<file path="src/timer_pkg.sv">
// timer_pkg: register indices, field layout, reset values and clock source codes
// of the four reload timers; assumes each byte register takes one 32-bit word
package timer_pkg;
	localparam int NUM_TIMERS = 4;
	localparam int COUNT_W    = 16;
	localparam int ADDR_W     = 10;
	localparam int DATA_W     = 32;

	// register indices, entry i belongs to timer i; byte address is four times the index
	localparam logic [3:0][7:0] CONTROL_IDX  = {8'h74, 8'h6f, 8'h65, 8'h60};
	localparam logic [3:0][7:0] IER_IDX      = {8'h75, 8'h70, 8'h66, 8'h61};
	localparam logic [3:0][7:0] FLAGS_IDX    = {8'h76, 8'h71, 8'h67, 8'h62};
	localparam logic [3:0][7:0] COUNT_LO_IDX = {8'h77, 8'h72, 8'h68, 8'h63};
	localparam logic [3:0][7:0] COUNT_HI_IDX = {8'h78, 8'h73, 8'h69, 8'h64};
	localparam logic [7:0]      IRQ_STATUS_IDX = 8'h7a;
	localparam logic [7:0]      IRQ_MASK_IDX   = 8'h7b;

	// control register fields
	localparam int HALT_BIT   = 7;
	localparam int SRC_LSB    = 5;
	localparam int DIV_LSB    = 3;
	localparam int CONT_BIT   = 2;
	localparam int RELOAD_BIT = 1;
	localparam int RUN_BIT    = 0;

	// interrupt enable and event flag fields
	localparam int EOC_BIT  = 0;
	localparam int CAPA_BIT = 1;
	localparam int CAPB_BIT = 2;
	localparam int CMP_LSB  = 3;
	localparam logic [7:0] CMP_MASK = 8'h78;

	// clock source codes
	localparam logic [1:0] SRC_PRESCALE = 2'h0;
	localparam logic [1:0] SRC_RTC      = 2'h1;
	localparam logic [1:0] SRC_EC_FALL  = 2'h2;
	localparam logic [1:0] SRC_EC_RISE  = 2'h3;

	// prescaler masks for divide by 4, 16, 64, 256
	localparam logic [3:0][7:0] DIV_MASK = {8'hff, 8'h3f, 8'h0f, 8'h03};

	// enable bits that exist in each timer
	localparam logic [3:0][7:0] IMPL_MASK = {8'h7f, 8'h01, 8'h07, 8'h01};
	localparam int TRIP_TIMER = 3;

	// reset values
	localparam logic [7:0]  CONTROL_RESET = 8'h00;
	localparam logic [7:0]  IER_RESET     = 8'h00;
	localparam logic [7:0]  FLAGS_RESET   = 8'h00;
	localparam logic [15:0] RELOAD_RESET  = 16'h0000;
	localparam logic [3:0]  IRQ_RESET     = 4'h0;
endpackage

</file>
<file path="src/reload_timer_control.sv">
// reload_timer_control: registers, event flags and interrupts of four reload timers
// assumes capture, compare and pwm datapaths sit outside on mclk and report hits here
// How it works
// - pwm and capture/compare never flag together
// - capture and compare flags set independently
// - break-stop bit holds count during debug break
// - source field picks prescaler, rtc or edge
// - divider field picks prescale 4/16/64/256
// - single pass clears run at end
// - continuous mode reloads at end, keeps counting
// - writing force-reload one loads reload value
// - run bit starts and stops the counter
// - compare enables act only in compare mode
// - only implemented enable bits take effect
// - enable bit zero gates end-of-count interrupt
// - enable bits one, two gate captures, trip
// - reading event flags clears them
//
// Register access over Avalon-MM is this design's own decision.
`timescale 1ns/10ps
module reload_timer_control
	import timer_pkg::*;
(
	// clock and reset
	input  wire logic                    mclk,
	input  wire logic                    reset_n,
	// avalon-mm slave
	input  wire logic [ADDR_W-1:0]       address,
	input  wire logic                    read,
	input  wire logic                    write,
	input  wire logic [DATA_W-1:0]       writedata,
	input  wire logic [3:0]              byteenable,
	output logic      [DATA_W-1:0]       readdata,
	output logic                         waitrequest,
	// pins
	input  wire logic                    rtc_clock,
	input  wire logic [NUM_TIMERS-1:0]   event_count_pin,
	// debug and datapath status
	input  wire logic                    debug_break,
	input  wire logic                    pwm_active,
	input  wire logic                    compare_mode,
	input  wire logic [NUM_TIMERS-1:0]   capture_a_hit,
	input  wire logic [NUM_TIMERS-1:0]   capture_b_hit,
	input  wire logic                    trip_hit,
	input  wire logic [3:0]              compare_hit,
	// outputs
	output logic [NUM_TIMERS*COUNT_W-1:0] timer_count,
	output logic [NUM_TIMERS-1:0]        timer_irq,
	output logic                         irq
);
	logic [7:0]          word_idx;
	logic                ack;
	logic                wr_acc;
	logic                rd_acc;
	logic [7:0]          rd_mux;
	logic                rtc_meta;
	logic                rtc_sync;
	logic                rtc_prev;
	logic [NUM_TIMERS-1:0] ec_meta;
	logic [NUM_TIMERS-1:0] ec_sync;
	logic [NUM_TIMERS-1:0] ec_prev;
	logic                rtc_rise;
	logic [NUM_TIMERS-1:0] ec_rise;
	logic [NUM_TIMERS-1:0] ec_fall;
	logic [7:0]          control [NUM_TIMERS];
	logic [7:0]          ier     [NUM_TIMERS];
	logic [7:0]          flags   [NUM_TIMERS];
	logic [7:0]          new_ev  [NUM_TIMERS];
	logic [7:0]          eff_ier [NUM_TIMERS];
	logic [COUNT_W-1:0]  reload  [NUM_TIMERS];
	logic [COUNT_W-1:0]  count   [NUM_TIMERS];
	logic [NUM_TIMERS-1:0] wr_ctl;
	logic [NUM_TIMERS-1:0] wr_ier;
	logic [NUM_TIMERS-1:0] rd_flg;
	logic [NUM_TIMERS-1:0] end_hit;
	logic [NUM_TIMERS-1:0] halt;
	logic [NUM_TIMERS-1:0] irq_set;
	logic [NUM_TIMERS-1:0] irq_status;
	logic [NUM_TIMERS-1:0] irq_mask;
	logic                cap_ok;
	logic                cmp_ok;

	// bus slave: one wait cycle, read data registered during it
	assign word_idx    = address[9:2];
	assign waitrequest = (read || write) && !ack;
	assign wr_acc      = write && ack && byteenable[0];
	assign rd_acc      = read && ack;

	always_ff @(posedge mclk or negedge reset_n) begin
		if (!reset_n) begin
			ack <= 1'b0;
		end else begin
			ack <= (read || write) && !ack;
		end
	end

	always_comb begin
		rd_mux = 8'h00;
		for (int i = 0; i < NUM_TIMERS; i++) begin
			if (word_idx == CONTROL_IDX[i]) begin
				rd_mux = control[i];
			end
			if (word_idx == IER_IDX[i]) begin
				rd_mux = ier[i];
			end
			if (word_idx == FLAGS_IDX[i]) begin
				rd_mux = flags[i];
			end
			if (word_idx == COUNT_LO_IDX[i]) begin
				rd_mux = count[i][7:0];
			end
			if (word_idx == COUNT_HI_IDX[i]) begin
				rd_mux = count[i][15:8];
			end
		end
		if (word_idx == IRQ_STATUS_IDX) begin
			rd_mux = {4'h0, irq_status};
		end
		if (word_idx == IRQ_MASK_IDX) begin
			rd_mux = {4'h0, irq_mask};
		end
	end

	always_ff @(posedge mclk or negedge reset_n) begin
		if (!reset_n) begin
			readdata <= '0;
		end else if (read && !ack) begin
			readdata <= {24'h000000, rd_mux};
		end
	end

	// pin synchronisers and edge detect on the settled copy
	always_ff @(posedge mclk or negedge reset_n) begin
		if (!reset_n) begin
			rtc_meta <= 1'b0;
			rtc_sync <= 1'b0;
			rtc_prev <= 1'b0;
			ec_meta  <= '0;
			ec_sync  <= '0;
			ec_prev  <= '0;
		end else begin
			rtc_meta <= rtc_clock;
			rtc_sync <= rtc_meta;
			rtc_prev <= rtc_sync;
			ec_meta  <= event_count_pin;
			ec_sync  <= ec_meta;
			ec_prev  <= ec_sync;
		end
	end

	assign rtc_rise = rtc_sync && !rtc_prev;
	assign ec_rise  = ec_sync & ~ec_prev;
	assign ec_fall  = ~ec_sync & ec_prev;

	// pwm owns the shared register range, so capture/compare hits are dropped then
	assign cap_ok = !pwm_active;
	assign cmp_ok = !pwm_active && compare_mode;

	for (genvar i = 0; i < NUM_TIMERS; i++) begin : g_tmr
		assign wr_ctl[i] = wr_acc && (word_idx == CONTROL_IDX[i]);
		assign wr_ier[i] = wr_acc && (word_idx == IER_IDX[i]);
		assign rd_flg[i] = rd_acc && (word_idx == FLAGS_IDX[i]);
		assign halt[i]   = control[i][HALT_BIT] && debug_break;

		// capture and compare land in separate flag bits
		assign new_ev[i] = IMPL_MASK[i] & {1'b0,
			compare_hit & {4{cmp_ok}},
			capture_b_hit[i] && cap_ok,
			pwm_active ? (trip_hit && i == TRIP_TIMER) : capture_a_hit[i],
			end_hit[i]};

		assign eff_ier[i] = ier[i] & (compare_mode ? 8'hff : ~CMP_MASK);
		assign timer_irq[i] = |(flags[i] & eff_ier[i]);
		assign irq_set[i]   = |(new_ev[i] & eff_ier[i]);
		assign timer_count[i*COUNT_W +: COUNT_W] = count[i];

		always_ff @(posedge mclk or negedge reset_n) begin
			if (!reset_n) begin
				control[i] <= CONTROL_RESET;
			end else if (wr_ctl[i]) begin
				control[i] <= {writedata[7:2], 1'b0, writedata[RUN_BIT]};
			end else if (end_hit[i] && !control[i][CONT_BIT]) begin
				control[i][RUN_BIT] <= 1'b0;
			end
		end

		always_ff @(posedge mclk or negedge reset_n) begin
			if (!reset_n) begin
				ier[i] <= IER_RESET;
			end else if (wr_ier[i]) begin
				ier[i] <= writedata[7:0] & IMPL_MASK[i];
			end
		end

		// only the bits handed out by the read are cleared; a new event wins
		always_ff @(posedge mclk or negedge reset_n) begin
			if (!reset_n) begin
				flags[i] <= FLAGS_RESET;
			end else begin
				flags[i] <= (flags[i] & ~(rd_flg[i] ? readdata[7:0] : 8'h00))
					| new_ev[i];
			end
		end

		always_ff @(posedge mclk or negedge reset_n) begin
			if (!reset_n) begin
				reload[i] <= RELOAD_RESET;
			end else if (wr_acc && word_idx == COUNT_LO_IDX[i]) begin
				reload[i][7:0] <= writedata[7:0];
			end else if (wr_acc && word_idx == COUNT_HI_IDX[i]) begin
				reload[i][15:8] <= writedata[7:0];
			end
		end

		reload_timer_core #(
			.CNT_W (COUNT_W),
			.PRE_W (8)
		) u_core (
			.mclk       (mclk),
			.reset_n    (reset_n),
			.run        (control[i][RUN_BIT]),
			.halt       (halt[i]),
			.continuous (control[i][CONT_BIT]),
			.source     (control[i][SRC_LSB +: 2]),
			.divider    (control[i][DIV_LSB +: 2]),
			.load_now   (wr_ctl[i] && writedata[RELOAD_BIT]),
			.reload     (reload[i]),
			.rtc_rise   (rtc_rise),
			.ec_fall    (ec_fall[i]),
			.ec_rise    (ec_rise[i]),
			.count      (count[i]),
			.end_hit    (end_hit[i])
		);
	end

	// summary interrupt: sticky per-timer status, write one to clear, set wins
	always_ff @(posedge mclk or negedge reset_n) begin
		if (!reset_n) begin
			irq_status <= IRQ_RESET;
		end else begin
			irq_status <= (irq_status
				& ~((wr_acc && word_idx == IRQ_STATUS_IDX) ? writedata[3:0] : 4'h0))
				| irq_set;
		end
	end

	always_ff @(posedge mclk or negedge reset_n) begin
		if (!reset_n) begin
			irq_mask <= IRQ_RESET;
		end else if (wr_acc && word_idx == IRQ_MASK_IDX) begin
			irq_mask <= writedata[3:0];
		end
	end

	assign irq = |(irq_status & irq_mask);
endmodule // reload_timer_control

</file>
<file path="src/reload_timer_core.sv">
// reload_timer_core: one down-counter with prescaler and clock source select
// assumes count source pulses are already synchronised to mclk
`timescale 1ns/10ps
module reload_timer_core
	import timer_pkg::*;
#(
	parameter int CNT_W = 16,
	parameter int PRE_W = 8
) (
	// clock and reset
	input  wire logic             mclk,
	input  wire logic             reset_n,
	// control
	input  wire logic             run,
	input  wire logic             halt,
	input  wire logic             continuous,
	input  wire logic [1:0]       source,
	input  wire logic [1:0]       divider,
	input  wire logic             load_now,
	input  wire logic [CNT_W-1:0] reload,
	// count sources
	input  wire logic             rtc_rise,
	input  wire logic             ec_fall,
	input  wire logic             ec_rise,
	// status
	output logic      [CNT_W-1:0] count,
	output logic                  end_hit
);
	logic [PRE_W-1:0] prescale;
	logic [PRE_W-1:0] pre_mask;
	logic             pre_tick;
	logic             tick;
	logic             step;

	assign pre_mask = PRE_W'(DIV_MASK[divider]);
	assign pre_tick = (prescale & pre_mask) == pre_mask;

	always_comb begin
		unique case (source)
			SRC_PRESCALE: tick = pre_tick;
			SRC_RTC:      tick = rtc_rise;
			SRC_EC_FALL:  tick = ec_fall;
			SRC_EC_RISE:  tick = ec_rise;
		endcase
	end

	assign step    = run && !halt && tick;
	assign end_hit = step && (count <= CNT_W'(1));

	// prescaler restarts whenever the timer is off, freezes while held
	always_ff @(posedge mclk or negedge reset_n) begin
		if (!reset_n) begin
			prescale <= '0;
		end else if (!run) begin
			prescale <= '0;
		end else if (!halt) begin
			prescale <= prescale + PRE_W'(1);
		end
	end

	always_ff @(posedge mclk or negedge reset_n) begin
		if (!reset_n) begin
			count <= '0;
		end else if (load_now) begin
			count <= reload;
		end else if (end_hit) begin
			count <= continuous ? reload : '0;
		end else if (step) begin
			count <= count - CNT_W'(1);
		end
	end
endmodule // reload_timer_core

</file>
<file path="config.mk">
export PLATFORM = sky130hd
export DESIGN_NAME = reload_timer_control
export DESIGN_NICKNAME = d
export VERILOG_FILES = /design/src/timer_pkg.sv /design/src/reload_timer_control.sv /design/src/reload_timer_core.sv
export SDC_FILE = /design/constraint.sdc
export NUM_CORES = 1
export LEC_CHECK = 0
export BUFFER_PORTS_ARGS = -buffer_cell sky130_fd_sc_hd__buf_4
export CORE_MARGIN = 2
export CORE_UTILIZATION = 50
export DETAILED_ROUTE_END_ITERATION = 12
export GPL_TIMING_DRIVEN = 1
export HOLD_SLACK_MARGIN = 0.03
export PLACE_DENSITY_LB_ADDON = 0.08
export SLEW_MARGIN = 30
export SYNTH_ARGS = -nofsm -noshare
export SYNTH_HDL_FRONTEND = slang
export SYNTH_SLANG_ARGS = --single-unit
</file>
<file path="constraint.sdc">
create_clock -name mclk -period 5.2 [get_ports mclk]
set_input_delay 1.56 -clock mclk [delete_from_list [all_inputs] [get_ports mclk]]
set_output_delay 1.56 -clock mclk [all_outputs]
set_load 0.01 [all_outputs]
</file>
# Word-level counts from Yosys, hierarchy flattened
# Cells that the tools add are included.
# op_classes
n_reduce_logical,92
eq_ne,42
bitwise_logic,41
muxes,74
magnitude_cmp,8
n_addsub,8
# ops
cell,count
$mux W8,38
$mux W16,16
$eq A8 B7 Y1 const B,22
$and A8 B8 Y8,12
$bmux W8 S2,4
$le A16 B1 Y1 const B,4
$reduce_or A8 Y1,8
$sub A16 B1 Y16 const B,4
$logic_and A1 B1 Y1,55
$add A8 B1 Y8 const B,4
$and A1 B8 Y8,4
$eq A8 B8 Y1,4
$not A8 Y8,4
$and A4 B4 Y4,5
$and A3 B8 Y8,2
$and A7 B8 Y8,2
$eq A2 B2 Y1 const B,8
$or A8 B1 Y8,2
$pmux W1 S4,4
$lt A2 B3 Y1 const B,4
$not A4 Y4,3
$reduce_bool A3 Y1,4
$logic_not A1 Y1,11
$mux W1,10
other kinds (13),31
# word_totals
in_bits,71
wordCells,307
output_inout_bits,102
regBits,264

# Longest topological paths before layout
# depth
word_depth,23
depth_mapped,9
ltp_nobuf,8

# Cells and area by module
# From an unflattened synthesis, not the netlist that was laid out.
# hier_totals
cells_unflattened,1563
hier_area_um2,15569.9
# modules_own_cells
module,n_inst,cells_each,area_each_um2,seq_area_each_um2
reload_timer_control,1,743,8493.1,4204.0
reload_timer_core,4,205,1769.2,600.6

# Worst setup path before layout
# Ideal clock, no wire load.
# synth_path
kind,input to register
from,in address[5]
to,reg reload[4] (netlist name)
setup_slack_ns,1.843
path_buffers,3
setup_ns,0.125
cell_stages,7
arrival_time_ns,3.233
t_required_ns,5.075
cell_sequence,clkbuf_1 -> nor2b_1 -> clkbuf_1 -> nand2_1 -> clkbuf_1 -> nor2_1 -> mux2_2
# synth_via
elab_chain_len,2
# synth_rtl
item,line,text
start: declaration,reload_timer_control.sv:28,"input wire logic [ADDR_W-1:0] address,"
$eq A8 B7 Y1,reload_timer_control.sv:208,end else if (wr_acc && word_idx == COUNT_LO_IDX[i]) begin
$logic_and A1 B1 Y1,reload_timer_control.sv:208,
end signal: indexed assignment,reload_timer_control.sv:209,reload[i][7:0] <= writedata[7:0];
end signal: indexed assignment,reload_timer_control.sv:211,reload[i][15:8] <= writedata[7:0];
end: declaration,reload_timer_control.sv:70,logic [COUNT_W-1:0] reload [NUM_TIMERS];
# Every way passes these cells.
# A chain may end at the register's enable or synchronous reset.

# Worst setup path after layout
# layout_path
from,in read
to,out waitrequest
# layout_via
elab_chain_len,2
# layout_rtl
item,line,text
start: declaration,reload_timer_control.sv:29,"input wire logic read,"
$logic_or A1 B1 Y1,reload_timer_control.sv:85,assign waitrequest = (read || write) && !ack;
$logic_and A1 B1 Y1,reload_timer_control.sv:85,
end: declaration,reload_timer_control.sv:34,"output logic waitrequest,"
# Every way passes these cells.

==> metrics.cfg <==
[floorplan]
io_pins = 173
design.core.area_sq_um = 29720
die_x_um = 177.8
die_y_um = 177.8
num_rows = 63
initial_utilization_pct = 50.80
dieArea_sq_um = 31600

[cells_and_area]
drive_gt1_share_pct = 19.22
post-route-util_pct = 57.95
regArea_sq_um = 6606
nFillCells = 2652
diodes = 0
syn2layout_area_growth_pct = 14.07
nNetsFinal = 1758
final_cell_area_sq_um = 17220
multiInputGateArea_sq_um = 7904

[critical_path]
r2r_slack_ns = 2.11
cp-endpoint = waitrequest
cp-start-kind = input pin
cp_data_arrival_time_ns = 2.14
startpoint = read
cp-end-kind = output port
reg2reg_depth = 6
path_cells = buf_4 -> nor2_1 -> nor2_1 -> buf_4
crit_type = input pin to output port
worst_r2r_endpoint = g_tmr[2].u_core.count[13]
cpMaxStageDelayCell = nor2_1
worstPathRequired_ns = 3.64
rr_startpoint = g_tmr[2].u_core.count[11]
cp_max_fo = 5
critPathMaxStageDelay_ns = 0.22

[drt]
dr.pass1.iters = 7
drc = 0
dr_total_vias = 13520
postRouteWirelength_mm = 51.13
via_per_inst = 6.481
drt_iter0_drc = 1286
detail_route.wl_per_cell_um = 24.51
antenna_left = 0

[synth]
ys_types = 84
synth-seq-cells = 264
synth.most_common_cell = dfrtp_1
async_flop_share_pct = 100.0
syn-cell-area_sq_um = 15100
synth.area.top_cells = dfrtp_1, mux2_2, nand2_1
synth_area_per_cell_sq_um = 9.453
synth_top_area_share_pct = 43.76
synth_common_cells = dfrtp_1, nand2_1, mux2_2
synth_largest_area_cell = dfrtp_1
synth_edf_count = 0
synth_top_flop_cell = dfrtp_1
yosys_warnings = 0
synthCells = 1597
seq_area_frac_synth_pct = 43.76

[timing]
setup_tns_ns = 0
tightest_slew_ns = 0.9574
finalHoldViolations = 0
slew_headroom_pct = 35.68
slew_viol_final = 0
setup_ws_ns = 1.504
setup_viol = 0
min_period_over_period_pct = 71.07
period_needed_ns = 3.696
fmax_mhz = 270.6
fin_skew_ns = 0.01442
rsz0062_at_grt = false

[clock_network]
clock_path_buffers = 3
clkTransAtPathRegs_ns = 0.06
clkSinkCount = 264
cts_buffers = 29
cts_hold_buffers = 0
htree_num_levels = 1
worstSkewPairLatency_ns = 0.57
post_cts_buffers = 0
root_buffer = clkbuf_16
cts-resized-gates = 0
cts_tree = yes

[global_route]
grt_pass1_vias = 13000
antenna_found_initial = 0
grt_usage_pct = 32.62
gr-total-overflow = 0
grt_pass1_wl_mm = 79.07
grt_max_degree = 117

[pwr]
ir_worst_vdd_uv = 236.0
leakagePower_nw = 7.825
power.density_nw_per_um2 = 268.1
power.total_mw = 4.616

[run]
drv_cap = 0

[placed_design]
post-place-ws_ns = 1.218
detailed_place_hpwl_mm = 35.01
place_area_sq_um = 16210
io_buffers = 115
place.gp.congestion = 0.9608

[status]
status = completed

[min_path]
min_path_type = flip-flop to flip-flop

==> cells in the final DEF (no fill, tap or decap), drive strengths merged, types with 12 or more instances in the layout <==
master,count
dfrtp,264
nand2,170
buf,144
mux2,100
nor2,98
o21ai,98
a21oi,93
nor3,50
clkbuf,45
nand3,43
and2,36
a21boi,34
inv,30
nor4,25
conb,24
xnor2,23
mux2i,23
nand4,22
o211ai,22
and3,20
a22oi,18
o22ai,18
a31oi,17
a221o,16
or3,16
nor2b,16
xor2,15
nand2b,14
o221ai,12
ha,12
==> metal layers <==
metal / wire length [um] / track usage, % / vias up
li1: - / - / 6017
met1: 21260 / 45.39 / 6702
met2: 23820 / 52.13 / 677
met3: 4271 / 5.249 / 124
met4: 1786 / 10.48 / 0
met5: 0 / 0 / -
==> final cells by class <==
type | count | area share, %
clock inverters | 7 | 0.6394
clock buffers | 45 | 5.028
well taps | 390 | 2.834
flip-flops and latches | 264 | 38.36
repair buffers | 144 | 6.583
multi-input cells | 1206 | 45.90
inverters | 30 | 0.6539
==> kinds of logic after synthesis <==
family | after synthesis | synth area share, %
AND/OR/NAND/NOR | 556 | 18.91
AO/OA/AOI/OAI | 452 | 20.36
flip-flops | 264 | 43.76
buffers and inverters | 150 | 4.584
multiplexers | 124 | 9.159
XOR/XNOR | 38 | 2.205
adder cells (fa/ha/maj) | 12 | 0.9946
other | 1 | 0.02484
==> critical path, delay by kind of cell <==
kind / cells / cell delay (ns)
buf+inv: 2 / 0.31
simple gates: 2 / 0.27
==> report_power, final <==
part	leakage (nW)	total (mW)	switching [mW]	internal (mW)
clock	0.482	2.14	0.860	1.28
sequential	3.53	2.14	0.0543	2.08
combinational	3.82	0.336	0.228	0.108
total	7.83	4.62	1.14	3.47
==> how the worst min path moves through the flow <==
| stage | startpoint | to | slack, ns | cells after the start |
|---|---|---|---|---|
| floorplan | ec_meta[0] | ec_sync[0] | 0.33 | 0 |
| global placement | ec_meta[3] | ec_sync[3] | 0.34 | 0 |
| detailed placement | ec_meta[2] | ec_sync[2] | 0.34 | 0 |
| CTS | ec_meta[2] | ec_sync[2] | 0.35 | 0 |
| global route | ec_meta[2] | ec_sync[2] | 0.36 | 0 |
| finish | ec_meta[3] | ec_sync[3] | 0.35 | 0 |
==> state kept, by name (all words and copies together), names as in the netlist <==
| name | flops |
|---|---|
| ack | 1 |
| control | 28 |
| ec_meta | 4 |
| ec_prev | 4 |
| ec_sync | 4 |
| flags | 32 |
| g_tmr.u_core.count | 64 |
| g_tmr.u_core.prescale | 32 |
| ier | 12 |
| irq_mask | 4 |
| irq_status | 4 |
| readdata | 8 |
| reload | 64 |
| rtc_meta | 1 |
| rtc_prev | 1 |
| rtc_sync | 1 |
==> through the flow <==
step	instances	hold WS, ns
finish	2086	0.3483
global route	2086	0.3576
CTS	2085	0.3494
detailed placement	2033	0.3356
global placement	2033	0.3356
floorplan	1620	0.3312
Power figures use the tool's default switching activity.
